## config.mk

```make
export PLATFORM = sky130hd
export DESIGN_NAME = dmr_monitor_bank
export DESIGN_NICKNAME = d
export VERILOG_FILES = /design/src/design/dmr_monitor_bank.v
export VERILOG_INCLUDE_DIRS = /design/src /design/src/inc
export SDC_FILE = /design/constraint.sdc
export NUM_CORES = 1
export LEC_CHECK = 0
export BUFFER_PORTS_ARGS = -buffer_cell sky130_fd_sc_hd__buf_2
export CAP_MARGIN = 15
export CELL_PAD_IN_SITES_DETAIL_PLACEMENT = 0
export CELL_PAD_IN_SITES_GLOBAL_PLACEMENT = 1
export CORE_ASPECT_RATIO = 0.8
export CORE_MARGIN = 2
export CORE_UTILIZATION = 37
export DETAILED_ROUTE_END_ITERATION = 6
export PLACE_DENSITY = 0.87
export SYNTH_ARGS = -nofsm -noshare
export SYNTH_HDL_FRONTEND = slang
export SYNTH_SLANG_ARGS = --single-unit
```

## constraint.sdc

```tcl
create_clock -name mclk -period 2.05 [get_ports mclk]
set_clock_uncertainty 0.2 [all_clocks]
set_input_delay 0.205 -clock mclk [delete_from_list [all_inputs] [get_ports mclk]]
set_output_delay 0.205 -clock mclk [all_outputs]
set_load 0.01 [all_outputs]
```

## src/inc/dmr_map.vh

```
// Command numbers, bit positions and scaling constants of the drive monitor bank
`ifndef DMR_MAP_VH
`define DMR_MAP_VH

// Monitor command numbers
`define DMR_CMD_CALC_TORQUE 8'h07
`define DMR_CMD_TORQUE_CURRENT 8'h08
`define DMR_CMD_OUTPUT_FREQUENCY 8'h09
`define DMR_CMD_MOTOR_OUTPUT_POWER 8'h0A
`define DMR_CMD_OUTPUT_CURRENT 8'h0B
`define DMR_CMD_OUTPUT_VOLTAGE 8'h0C
`define DMR_CMD_RUN_COMMAND_READBACK 8'h0D
`define DMR_CMD_DRIVE_STATUS_WORD 8'h0E
`define DMR_CMD_OUTPUT_TERMINAL_STATE 8'h0F
`define DMR_CMD_FAULT_LATEST 8'h10
`define DMR_CMD_FAULT_PREV1 8'h11
`define DMR_CMD_FAULT_PREV2 8'h12
`define DMR_CMD_FAULT_PREV3 8'h13
`define DMR_CMD_OPERATING_HOURS 8'h14
`define DMR_CMD_DC_LINK_VOLTAGE 8'h15
`define DMR_CMD_MODEL_CODE 8'h17
`define DMR_CMD_CAPACITY_CODE 8'h18
`define DMR_CMD_FIRMWARE_VERSION 8'h19
`define DMR_CMD_COMM_ERROR_CODE 8'h1A
`define DMR_CMD_CAPACITOR_LIFE 8'h2E
`define DMR_CMD_FAN_LIFE_HOURS 8'h30

// Run command readback bit positions
`define DMR_RUN_RESET 15
`define DMR_RUN_GP_IN_LO 2
`define DMR_RUN_GP_IN_W 5
`define DMR_RUN_BACKWARD 1
`define DMR_RUN_FORWARD 0

// Status word bit positions
`define DMR_ST_BUSY 15
`define DMR_ST_COMM_VALID 12
`define DMR_ST_TRIP 11
`define DMR_ST_DECEL 10
`define DMR_ST_ACCEL 9
`define DMR_ST_I_LIMIT 8
`define DMR_ST_V_LIMIT 7
`define DMR_ST_T_LIMIT 6
`define DMR_ST_DC_OK 5
`define DMR_ST_BRAKING 4
`define DMR_ST_SHUTOFF 3
`define DMR_ST_DC_BRAKE 2
`define DMR_ST_REVERSE 1
`define DMR_ST_FORWARD 0

// Output terminal bit positions
`define DMR_OUT_GP2 1
`define DMR_OUT_GP1 0

// Scaling and limits
`define DMR_RATED_FULL 16'h2710
`define DMR_HOURS_MAX 16'hFDE8
`define DMR_FAN_HOURS_MAX 16'hFFFF
`define DMR_DC_MAX_LOW 16'h01F4
`define DMR_DC_MAX_HIGH 16'h03E8
`define DMR_FW_STD_MAX 16'h0063
`define DMR_CHAR_SPACE 8'h20
`define DMR_CHAR_MINUS 8'h2D
`define DMR_NO_ALARM 16'h0000
`define DMR_ZERO16 16'h0000

`endif

```

## src/design/dmr_monitor_bank.v

```verilog
// Read-only monitor data bank of a motor drive, read by command number
//
// Functional notes
// - Torque, torque current and output power are signed, rated quantity equals 10000.
// - Output frequency reported with 100 counts per hertz, direction carried separately.
// - Frequency answer carries a direction character: space forward/stopped, minus reverse.
// - Output current reported as ratio to rating, 100 counts per percent.
// - Run command readback: reset bit 15, inputs bits 2-6, reverse 1, forward 0.
// - Status bit 15 busy writing, bit 12 communication valid, bit 11 trip.
// - Status bit 10 decelerating, bit 9 accelerating, bit 8 current limiting.
// - Status bit 7 voltage limit, bit 6 torque limit, bit 5 DC link established.
// - Status bits 4 braking, 3 shutoff, 2 DC braking, 1 reverse, 0 forward.
// - Output terminal readback: second output bit 1, first output bit 0.
// - Four failure codes kept: current, previous, and the two before.
// - Operating time in whole hours, held within 0 to 65000.
// - DC link voltage in volts, up to 500 or 1000 by voltage class.
// - Firmware version 0 to 99 standard, above 100 non-standard.
// - Only the latest transmission error kept; cleared when power is removed.
// - Signed quantities use two's complement in the sixteen-bit word.
`timescale 1ns/10ps
`include "dmr_map.vh"

module dmr_monitor_bank #(
  parameter [15:0] MODEL_CODE = 16'h0A5A,     // Arbitrary value
  parameter [15:0] CAPACITY_CODE = 16'h0064,  // Arbitrary value
  parameter [15:0] FIRMWARE_VERSION = 16'h0001,
  parameter HIGH_VOLT_CLASS = 0
) (
  // Clock and reset
  input wire mclk,
  input wire resetn,
  // Host access
  input wire req_valid,
  input wire req_write,
  input wire [7:0] req_cmd,
  output reg rsp_valid_q,
  output reg [15:0] rsp_data_q,
  output reg rsp_has_dir_q,
  output reg [7:0] rsp_dir_char_q,
  output reg rsp_refused_q,
  // Measurements from drive logic
  input wire [15:0] torque_in,
  input wire [15:0] torque_current_in,
  input wire [15:0] out_freq_in,
  input wire [15:0] power_in,
  input wire [15:0] out_current_in,
  input wire [15:0] out_voltage_in,
  input wire [15:0] dc_link_in,
  input wire [15:0] capacitor_life_in,
  // Life counting
  input wire hour_tick,
  input wire fan_running,
  // Drive state
  input wire write_busy,
  input wire comm_valid,
  input wire trip_active,
  input wire decelerating,
  input wire accelerating,
  input wire current_limiting,
  input wire voltage_limiting,
  input wire torque_limiting,
  input wire dc_link_ok,
  input wire braking,
  input wire output_shutoff,
  input wire dc_braking,
  // Faults and communication errors
  input wire fault_strobe,
  input wire [15:0] fault_code,
  input wire comm_err_strobe,
  input wire [15:0] comm_err_code,
  // Run command from the link
  input wire [15:0] link_run_cmd,
  // Control terminal pins
  input wire forward_run,
  input wire backward_run,
  input wire reset_pin,
  input wire gp_input_1,
  input wire gp_input_2,
  input wire gp_input_3,
  input wire gp_input_4,
  input wire gp_input_5,
  // Output terminal states from drive logic
  input wire gp_output_1,
  input wire gp_output_2
);

  ////////////////////////////////////////////////////////////////////////////
  // Helpers

  // Upper clamp, used only by the DC link reading
  function [15:0] clamp_hi;
    input [15:0] val;
    input [15:0] lim;
    begin
      clamp_hi = (val > lim) ? lim : val;
    end
  endfunction

  // Magnitude of a two's complement word
  function [15:0] magnitude;
    input [15:0] val;
    begin
      magnitude = val[15] ? (~val + 16'h0001) : val;
    end
  endfunction

  // Signed clamp to plus or minus the rated figure
  // Readings beyond rating are pinned, not wrapped, so the host never sees a sign flip
  function [15:0] clamp_rated;
    input [15:0] val;
    begin
      if (!val[15] && val > `DMR_RATED_FULL)
        clamp_rated = `DMR_RATED_FULL;
      else if (val[15] && magnitude(val) > `DMR_RATED_FULL)
        clamp_rated = ~`DMR_RATED_FULL + 16'h0001;
      else
        clamp_rated = val;
    end
  endfunction

  ////////////////////////////////////////////////////////////////////////////
  // Terminal pin synchronisers

  // Terminal pins come from outside the clock domain, so nothing but the
  // first flop may read them; the second flop exists only to let it settle
  localparam PIN_W = 8;
  localparam PIN_FWD = 0;
  localparam PIN_BWD = 1;
  localparam PIN_GP_LO = 2;
  localparam PIN_RST = 7;

  wire [PIN_W-1:0] pin_raw;
  reg [PIN_W-1:0] pin_meta_q;
  reg [PIN_W-1:0] pin_sync_q;
  wire fwd_pin_s;
  wire bwd_pin_s;
  wire rst_pin_s;
  wire [`DMR_RUN_GP_IN_W-1:0] gp_in_s;

  assign pin_raw = {reset_pin, gp_input_5, gp_input_4, gp_input_3,
                    gp_input_2, gp_input_1, backward_run, forward_run};

  always @(posedge mclk or negedge resetn) begin
    if (!resetn) begin
      pin_meta_q <= {PIN_W{1'b0}};
      pin_sync_q <= {PIN_W{1'b0}};
    end else begin
      pin_meta_q <= pin_raw;
      pin_sync_q <= pin_meta_q;
    end
  end

  assign fwd_pin_s = pin_sync_q[PIN_FWD];
  assign bwd_pin_s = pin_sync_q[PIN_BWD];
  assign rst_pin_s = pin_sync_q[PIN_RST];
  assign gp_in_s = pin_sync_q[PIN_GP_LO +: `DMR_RUN_GP_IN_W];

  ////////////////////////////////////////////////////////////////////////////
  // Run command readback: link command merged with terminals

  reg [15:0] run_cmd_d;

  always @* begin
    run_cmd_d = `DMR_ZERO16;
    // Either source raises a bit; the link cannot mask a live terminal
    run_cmd_d[`DMR_RUN_FORWARD] = link_run_cmd[`DMR_RUN_FORWARD] | fwd_pin_s;
    run_cmd_d[`DMR_RUN_BACKWARD] = link_run_cmd[`DMR_RUN_BACKWARD] | bwd_pin_s;
    run_cmd_d[`DMR_RUN_GP_IN_LO +: `DMR_RUN_GP_IN_W] =
      link_run_cmd[`DMR_RUN_GP_IN_LO +: `DMR_RUN_GP_IN_W] | gp_in_s;
    run_cmd_d[`DMR_RUN_RESET] = link_run_cmd[`DMR_RUN_RESET] | rst_pin_s;
  end

  ////////////////////////////////////////////////////////////////////////////
  // Status word and terminal word

  wire freq_neg;
  wire freq_zero;
  reg [15:0] status_d;
  reg [15:0] terminal_d;

  assign freq_neg = out_freq_in[15];
  assign freq_zero = (out_freq_in == `DMR_ZERO16);

  always @* begin
    status_d = `DMR_ZERO16;
    status_d[`DMR_ST_BUSY] = write_busy;
    status_d[`DMR_ST_COMM_VALID] = comm_valid;
    status_d[`DMR_ST_TRIP] = trip_active;
    status_d[`DMR_ST_DECEL] = decelerating;
    status_d[`DMR_ST_ACCEL] = accelerating;
    status_d[`DMR_ST_I_LIMIT] = current_limiting;
    status_d[`DMR_ST_V_LIMIT] = voltage_limiting;
    status_d[`DMR_ST_T_LIMIT] = torque_limiting;
    status_d[`DMR_ST_DC_OK] = dc_link_ok;
    status_d[`DMR_ST_BRAKING] = braking;
    status_d[`DMR_ST_SHUTOFF] = output_shutoff;
    status_d[`DMR_ST_DC_BRAKE] = dc_braking;
    status_d[`DMR_ST_REVERSE] = freq_neg;
    status_d[`DMR_ST_FORWARD] = !freq_neg && !freq_zero;
    terminal_d = `DMR_ZERO16;
    terminal_d[`DMR_OUT_GP2] = gp_output_2;
    terminal_d[`DMR_OUT_GP1] = gp_output_1;
  end

  ////////////////////////////////////////////////////////////////////////////
  // Failure history and latest communication error

  reg [15:0] fault_latest_q;
  reg [15:0] fault_prev1_q;
  reg [15:0] fault_prev2_q;
  reg [15:0] fault_prev3_q;
  reg [15:0] comm_err_q;

  // Reset stands for power removal, so the error record starts empty
  always @(posedge mclk or negedge resetn) begin
    if (!resetn) begin
      fault_latest_q <= `DMR_NO_ALARM;
      fault_prev1_q <= `DMR_NO_ALARM;
      fault_prev2_q <= `DMR_NO_ALARM;
      fault_prev3_q <= `DMR_NO_ALARM;
      comm_err_q <= `DMR_ZERO16;
    end else begin
      if (fault_strobe) begin
        fault_latest_q <= fault_code;
        fault_prev1_q <= fault_latest_q;
        fault_prev2_q <= fault_prev1_q;
        fault_prev3_q <= fault_prev2_q;
      end
      if (comm_err_strobe)
        comm_err_q <= comm_err_code;
    end
  end

  ////////////////////////////////////////////////////////////////////////////
  // Life counters, saturating so they never wrap back to zero

  reg [15:0] op_hours_q;
  reg [15:0] fan_hours_q;

  always @(posedge mclk or negedge resetn) begin
    if (!resetn) begin
      op_hours_q <= `DMR_ZERO16;
      fan_hours_q <= `DMR_ZERO16;
    end else if (hour_tick) begin
      if (op_hours_q < `DMR_HOURS_MAX)
        op_hours_q <= op_hours_q + 16'h0001;
      // Fan hours run on past the operating-hours ceiling, up to a full word
      if (fan_running && fan_hours_q != `DMR_FAN_HOURS_MAX)
        fan_hours_q <= fan_hours_q + 16'h0001;
    end
  end

  ////////////////////////////////////////////////////////////////////////////
  // Read decode

  wire [15:0] dc_max;
  wire [15:0] fw_word;
  reg [15:0] read_d;
  reg hit_d;
  reg dir_d;

  assign dc_max = HIGH_VOLT_CLASS ? `DMR_DC_MAX_HIGH : `DMR_DC_MAX_LOW;
  // Values above the standard range are passed as they stand
  assign fw_word = FIRMWARE_VERSION;

  // Every item is sampled at the request edge; an event in that same cycle
  // shows only in the next answer, which keeps the answer latency fixed
  always @* begin
    read_d = `DMR_ZERO16;
    hit_d = 1'b1;
    dir_d = 1'b0;
    case (req_cmd)
      `DMR_CMD_CALC_TORQUE: begin
        read_d = clamp_rated(torque_in);
      end
      `DMR_CMD_TORQUE_CURRENT: begin
        read_d = clamp_rated(torque_current_in);
      end
      `DMR_CMD_OUTPUT_FREQUENCY: begin
        read_d = magnitude(out_freq_in);
        dir_d = 1'b1;
      end
      `DMR_CMD_MOTOR_OUTPUT_POWER: begin
        read_d = clamp_rated(power_in);
      end
      `DMR_CMD_OUTPUT_CURRENT: begin
        read_d = out_current_in;
      end
      `DMR_CMD_OUTPUT_VOLTAGE: begin
        read_d = out_voltage_in;
      end
      `DMR_CMD_RUN_COMMAND_READBACK: begin
        read_d = run_cmd_d;
      end
      `DMR_CMD_DRIVE_STATUS_WORD: begin
        read_d = status_d;
      end
      `DMR_CMD_OUTPUT_TERMINAL_STATE: begin
        read_d = terminal_d;
      end
      `DMR_CMD_FAULT_LATEST: begin
        read_d = fault_latest_q;
      end
      `DMR_CMD_FAULT_PREV1: begin
        read_d = fault_prev1_q;
      end
      `DMR_CMD_FAULT_PREV2: begin
        read_d = fault_prev2_q;
      end
      `DMR_CMD_FAULT_PREV3: begin
        read_d = fault_prev3_q;
      end
      `DMR_CMD_OPERATING_HOURS: begin
        read_d = op_hours_q;
      end
      `DMR_CMD_DC_LINK_VOLTAGE: begin
        read_d = clamp_hi(dc_link_in, dc_max);
      end
      `DMR_CMD_MODEL_CODE: begin
        read_d = MODEL_CODE;
      end
      `DMR_CMD_CAPACITY_CODE: begin
        read_d = CAPACITY_CODE;
      end
      `DMR_CMD_FIRMWARE_VERSION: begin
        read_d = fw_word;
      end
      `DMR_CMD_COMM_ERROR_CODE: begin
        read_d = comm_err_q;
      end
      `DMR_CMD_CAPACITOR_LIFE: begin
        read_d = capacitor_life_in;
      end
      `DMR_CMD_FAN_LIFE_HOURS: begin
        read_d = fan_hours_q;
      end
      default: begin
        hit_d = 1'b0;
      end
    endcase
  end

  ////////////////////////////////////////////////////////////////////////////
  // Answer register
  // Direction is taken from the same sample as the magnitude, so the
  // character and the number never disagree mid-reversal.

  always @(posedge mclk or negedge resetn) begin
    if (!resetn) begin
      rsp_valid_q <= 1'b0;
      rsp_data_q <= `DMR_ZERO16;
      rsp_has_dir_q <= 1'b0;
      rsp_dir_char_q <= `DMR_CHAR_SPACE;
      rsp_refused_q <= 1'b0;
    end else begin
      rsp_valid_q <= req_valid;
      if (req_valid) begin
        if (req_write || !hit_d) begin
          // Nothing is stored on a write: every item is read-only
          rsp_data_q <= `DMR_ZERO16;
          rsp_has_dir_q <= 1'b0;
          rsp_dir_char_q <= `DMR_CHAR_SPACE;
          rsp_refused_q <= 1'b1;
        end else begin
          rsp_data_q <= read_d;
          rsp_has_dir_q <= dir_d;
          rsp_dir_char_q <= (dir_d && freq_neg) ? `DMR_CHAR_MINUS : `DMR_CHAR_SPACE;
          rsp_refused_q <= 1'b0;
        end
      end
    end
  end

endmodule // dmr_monitor_bank

```

==> After elaboration in Yosys (flattened, before gate mapping) <==
Cells that the tools add are included.
{ "word_totals": {"regBits": 155, "output_inout_bits": 27, "word_cells": 97} }
{ "op_classes": {"addsub": 6, "magnitude_cmp": 8, "n_eq_ne": 22, "muxes": 19, "bitwise_logic": 8, "n_reduce_logical": 20} }
{ "op_table": {"columns": ["cell", "n"], "rows": [
  ["$pmux W16 S21", 1],
  ["$mux W16", 12],
  ["$add A16 B1 Y16 const B", 6],
  ["$gt A16 B14 Y1 const B", 6],
  ["$eq A8 B5 Y1 const B", 10],
  ["$eq A8 B4 Y1 const B", 8],
  ["$not A16 Y16", 4],
  ["$reduce_or A21 Y1", 1],
  ["$eq A8 B6 Y1 const B", 2],
  ["$gt A16 B9 Y1 const B", 1],
  ["$logic_not A16 Y1", 1],
  ["$lt A16 B16 Y1 const B", 1],
  ["$ne A16 B16 Y1 const B", 1],
  ["$logic_and A1 B1 Y1", 9],
  ["$eq A8 B3 Y1 const B", 1],
  ["$mux W4", 2],
  ["$logic_not A1 Y1", 6],
  ["$or A5 B5 Y5", 1],
  ["$mux W1", 4],
  ["$reduce_and A2 Y1", 2],
  ["$or A1 B1 Y1", 3],
  ["$logic_or A1 B1 Y1", 1]
]} }

==> Logic depth before layout (Yosys ltp) <==
{ "logic_depth": {"depth_word": 9, "depth_mapped": 10} }

==> Worst setup path before layout <==
Ideal clock, no wire load.
{ "synth_timing": {"kind": "input-to-reg", "startpoint": "input port torque_in[3]", "endpoint": "register rsp_data_q[14]", "t_arrival_ns": 2.460, "required_ns": 1.763, "path_slack_ns": -0.697, "stages": 8, "cell_sequence": "clkbuf_1 nor3_1 and4_1 mux2_2 o221ai_1 o211ai_2 o41a_1 a22oi_1"} }
{ "synth_between": {"elab_chain_cells": 9, "word_cells_on_any_way": 11, "classes_between": "add/sub: 1; order compare: 2; mux: 5; bitwise: 1; reduce/logical: 2"} }
{ "synth_rtl": {"columns": ["element", "line", "source"], "rows": [
  ["start, declared", "dmr_monitor_bank.v:42", "input wire [15:0] torque_in,"],
  ["$not A16 Y16", "dmr_monitor_bank.v:103", "magnitude = val[15] ? (~val + 16'h0001) : val;"],
  ["$add A16 B1 Y16", "dmr_monitor_bank.v:103", null],
  ["$mux W16", "dmr_monitor_bank.v:103", null],
  ["$gt A16 B14 Y1 (no source line)", null, null],
  ["$logic_and A1 B1 Y1 (no source line)", null, null],
  ["$mux W16", "dmr_monitor_bank.v:114", "else if (val[15] && magnitude(val) > `DMR_RATED_FULL)"],
  ["$mux W16 (*)", "dmr_monitor_bank.v:112", "if (!val[15] && val > `DMR_RATED_FULL)"],
  ["$pmux W16 S21 (*)", "dmr_monitor_bank.v:272", "case (req_cmd)"],
  ["$mux W16 (*)", "dmr_monitor_bank.v:358", "if (req_write || !hit_d) begin"],
  ["end signal, assigned", "dmr_monitor_bank.v:351", "rsp_data_q <= `DMR_ZERO16;"],
  ["end signal, assigned", "dmr_monitor_bank.v:360", "rsp_data_q <= `DMR_ZERO16;"],
  ["end signal, assigned", "dmr_monitor_bank.v:365", "rsp_data_q <= read_d;"],
  ["end, declared", "dmr_monitor_bank.v:37", "output reg [15:0] rsp_data_q,"]
]} }
Mark *: on every way between the ends. The rest lies on a longest branch, timed or not.
A chain may end at the register's enable or synchronous reset.

==> Worst setup path in the final report <==
{ "layout_timing": {"startpoint": "input port torque_current_in[5]", "endpoint": "register rsp_data_q[12]"} }
{ "layout_between": {"elab_chain_cells": 9, "word_cells_on_any_way": 11, "classes_between": "add/sub: 1; order compare: 2; mux: 5; bitwise: 1; reduce/logical: 2"} }
{ "layout_rtl": {"columns": ["element", "line", "source"], "rows": [
  ["start, declared", "dmr_monitor_bank.v:43", "input wire [15:0] torque_current_in,"],
  ["$not A16 Y16", "dmr_monitor_bank.v:103", null],
  ["$add A16 B1 Y16", "dmr_monitor_bank.v:103", null],
  ["$mux W16", "dmr_monitor_bank.v:103", null],
  ["$gt A16 B14 Y1 (no source line)", null, null],
  ["$logic_and A1 B1 Y1 (no source line)", null, null],
  ["$mux W16", "dmr_monitor_bank.v:114", null],
  ["$mux W16 (*)", "dmr_monitor_bank.v:112", null],
  ["$pmux W16 S21 (*)", "dmr_monitor_bank.v:272", null],
  ["$mux W16 (*)", "dmr_monitor_bank.v:358", null]
]} }
Marked as above.

==> results.py <==
metrics = {
    "outcome": {
        "status": "finished with violations",
        "violations": "negative setup slack",
    },
    "job": {
        "cap_violations": 0,
    },
    "die": {
        "die_h_um": 146,
        "num_rows": 52,
        "chipWidth_um": 182,
        "initial_core_util": 0.374,
        "ios": 241,
        "die-area_um2": 26700,
        "core_area_um2": 25100,
    },
    "sta": {
        "setup_viol": 15,
        "final_hold_viol_count": 0,
        "fin_crit_sh": 1.16,
        "maxSlewViolCount": 0,
        "worstMarginPinSlew_ns": 0.724,
        "slew-limit-headroom": 0.516,
        "fmax_mhz": 419,
        "rsz0062_at_grt": "yes",
        "min_period_ns": 2.38,
        "setup_ws_ns": -0.335,
    },
    "placed_design": {
        "place.gp.congestion": 1.03,
        "hpwl_mm": 35.4,
        "pre_cts_slack_ns": -0.875,
        "port_buffers": 227,
    },
    "worst_setup_path": {
        "critPathArrivalTime_ns": 2.54,
        "endpoint_kind": "register",
        "crit_fanout": 5,
        "r2r_end": "rsp_data_q[8]",
        "required_ns": 2.21,
        "cp-start-kind": "primary input",
        "ff2ff_path_depth": 7,
        "crit_type": "in -> reg",
        "r2r_slack_ns": -0.24,
        "r2r-start": "fault_prev2_q[8]",
    },
    "yosys": {
        "synth_edf_count": 0,
        "async_flop_share": 1.00,
        "ys_seq_area_frac": 0.395,
        "yosys-top-cells-area": "dfrtp_1 (39%), mux2_2 (10%), xnor2_1 (3.3%), nand2_1 (2.9%), nand3_1 (2.8%)",
        "synth_top_area_frac": 0.395,
        "yosys_warnings": 0,
        "synthCells": 966,
        "syn_area_um2": 9390,
        "synthFlopType": "dfrtp_1",
        "synth_cell_types": 88,
        "synth_top_cell_by_area": "dfrtp_1",
        "ys_ff_latch": 148,
        "synthMostInstantiatedCell": "dfrtp_1",
        "synth.avg_cell_area_um2": 9.72,
        "synth.top_cells.by_count": "dfrtp_1 (148), mux2_2 (86), nand2_1 (73)",
    },
    "cts": {
        "htreeDepth": 4,
        "clk_latency_ns": 0.45,
        "clockRootBuffer": "clkbuf_16",
        "clkTransAtPathRegs_ns": 0.08,
        "cts_made_buffers": 17,
        "cts_sinks": 148,
        "cts_tree": "done",
        "cts.path.max_buffers": 2,
    },
    "global_route": {
        "grt_use_total": 0.333,
        "antenna_found_initial": 0,
        "grt_pass1_wl_mm": 65.8,
        "grt_pass1_vias": 10800,
        "grt_max_degree": 65,
        "overflow": 0,
    },
    "cells_and_area": {
        "syn_to_final_growth_pct": 57.3,
        "final_nets": 1745,
        "fin_util": 0.588,
        "layout-drive-gt1-share": 0.485,
        "diodes": 0,
    },
    "route": {
        "routed-via-count": 10900,
        "drt_iter0_markers": 1180,
        "avgRoutedWirePerCell_um": 23.9,
        "drt_first_pass_iters": 5,
        "routed_wl_mm": 44.6,
        "drc": 0,
        "final_antenna_net_count": 0,
        "via_per_inst": 5.87,
    },
    "min_path": {
        "min_from": "capacitor_life_in[15]",
        "min_to": "rsp_data_q[15]",
        "hold_path.class": "in -> reg",
        "hold_depth": 5,
    },
    "power": {
        "p_total_mw": 9.01,
        "power.density_nw_per_um2": 610,
        "power_leakage_nw": 6.57,
        "ir_drop_mv": 0.590,
    },
}
flip-flops by register name, indices dropped and copies added (netlist names):
name	flops
comm_err_q	16
fault_prev3_q	16
rsp_dir_char_q	1
pin_sync_q	8
rsp_refused_q	1
pin_meta_q	8
rsp_data_q	16
fault_prev1_q	16
fan_hours_q	16
rsp_valid_q	1
fault_prev2_q	16
rsp_has_dir_q	1
fault_latest_q	16
op_hours_q	16
worst max-delay path, stage by stage:
cell and delay, ns:
buf_6 0.10, or4_4 0.54, or4_4 0.53, or3b_4 0.42, o2111ai_4 0.12, nand4_1 0.21
o21a_4 0.20, a32oi_2 0.21
worst max path at each step:
stage | cells after the start | startpoint | slack, ns | to
global placement | 8 | torque_current_in[3] | -0.79 | rsp_data_q[12]
CTS | 8 | torque_current_in[4] | -0.27 | rsp_data_q[6]
floorplan | 8 | torque_current_in[3] | -0.53 | rsp_data_q[8]
finish | 8 | torque_current_in[5] | -0.33 | rsp_data_q[12]
global route | 10 | torque_in[0] | -0.42 | rsp_data_q[12]
detailed placement | 8 | torque_current_in[3] | -0.88 | rsp_data_q[6]
layout by cell type (no fill, tap or decap), types with 13 or more instances in the layout:
cell | synthesis | final
nand3_1 | 53 | 52
xnor2_1 | 35 | 34
nand4_1 | 30 | 30
or3_1 | 14 | 13
buf_4 | 7 | 307
inv_1 | 20 | 17
a22oi_1 | 17 | 17
dlygate4sd3_1 | 0 | 59
nor3_1 | 32 | 20
buf_2 | 9 | 222
o211ai_1 | 13 | 13
xor2_1 | 13 | 13
nand2_1 | 73 | 68
a21oi_1 | 31 | 30
o21ai_0 | 14 | 14
mux2_2 | 86 | 86
dfrtp_1 | 148 | 147
nor2_1 | 47 | 44
clkbuf_16 | 0 | 17
kinds of logic after synthesis:
| family | after synthesis | synth area share |
|---|---|---|
| multiplexers | 100 | 0.121 |
| adder cells (fa/ha/maj) | 5 | 0.00640 |
| flip-flops | 148 | 0.395 |
| XOR/XNOR | 48 | 0.0448 |
| AND/OR/NAND/NOR | 341 | 0.195 |
| AO/OA/AOI/OAI | 238 | 0.200 |
| buffers and inverters | 84 | 0.0376 |
| other | 2 | 0.000800 |
stage by stage:
step                area (µm²)  hold WS [ns]  instances  setup TNS, ns
CTS                      14500     0.0000467       1849          -3.47
global placement         13100       -0.0627       1752         -12.38
detailed placement       13100       -0.0551       1752         -13.32
floorplan                 9630        -0.291        969          -7.02
finish                   14800       0.00948       1864          -3.75
global route             14800        0.0555       1864          -5.01
where the power goes:
group	total, mW	internal (mW)	switching, mW
combinational	2.13	1.11	1.02
sequential	3.67	3.31	0.356
clock	3.21	1.74	1.47
total	9.01	6.16	2.85
layer usage:
layer	up-vias	routed length (µm)	track usage
li1	4881	-	-
met5	-	101	0.0273
met1	5376	19300	0.472
met4	2	1080	0.0927
met3	74	4740	0.0873
met2	613	19400	0.499
repair_timing:
item,4_1_cts,5_1_grt
pin swaps,18,19
endpoints found under the setup margin,20,36
endpoints found under the hold margin,196,1
buffers inserted,8,14
hold buffers,58,1
resized for setup,25,32
cell type report:
class / instances / area, µm²
inverter: 21 / 83.8
multi-input combinational: 737 / 5750
clock buffer: 18 / 429
clock inverter: 14 / 160
tap: 324 / 405
timing repair buffer: 602 / 4230
sequential: 148 / 3700
fill: 2173 / 10400
No activity file was read; power rests on OpenSTA's default activity.
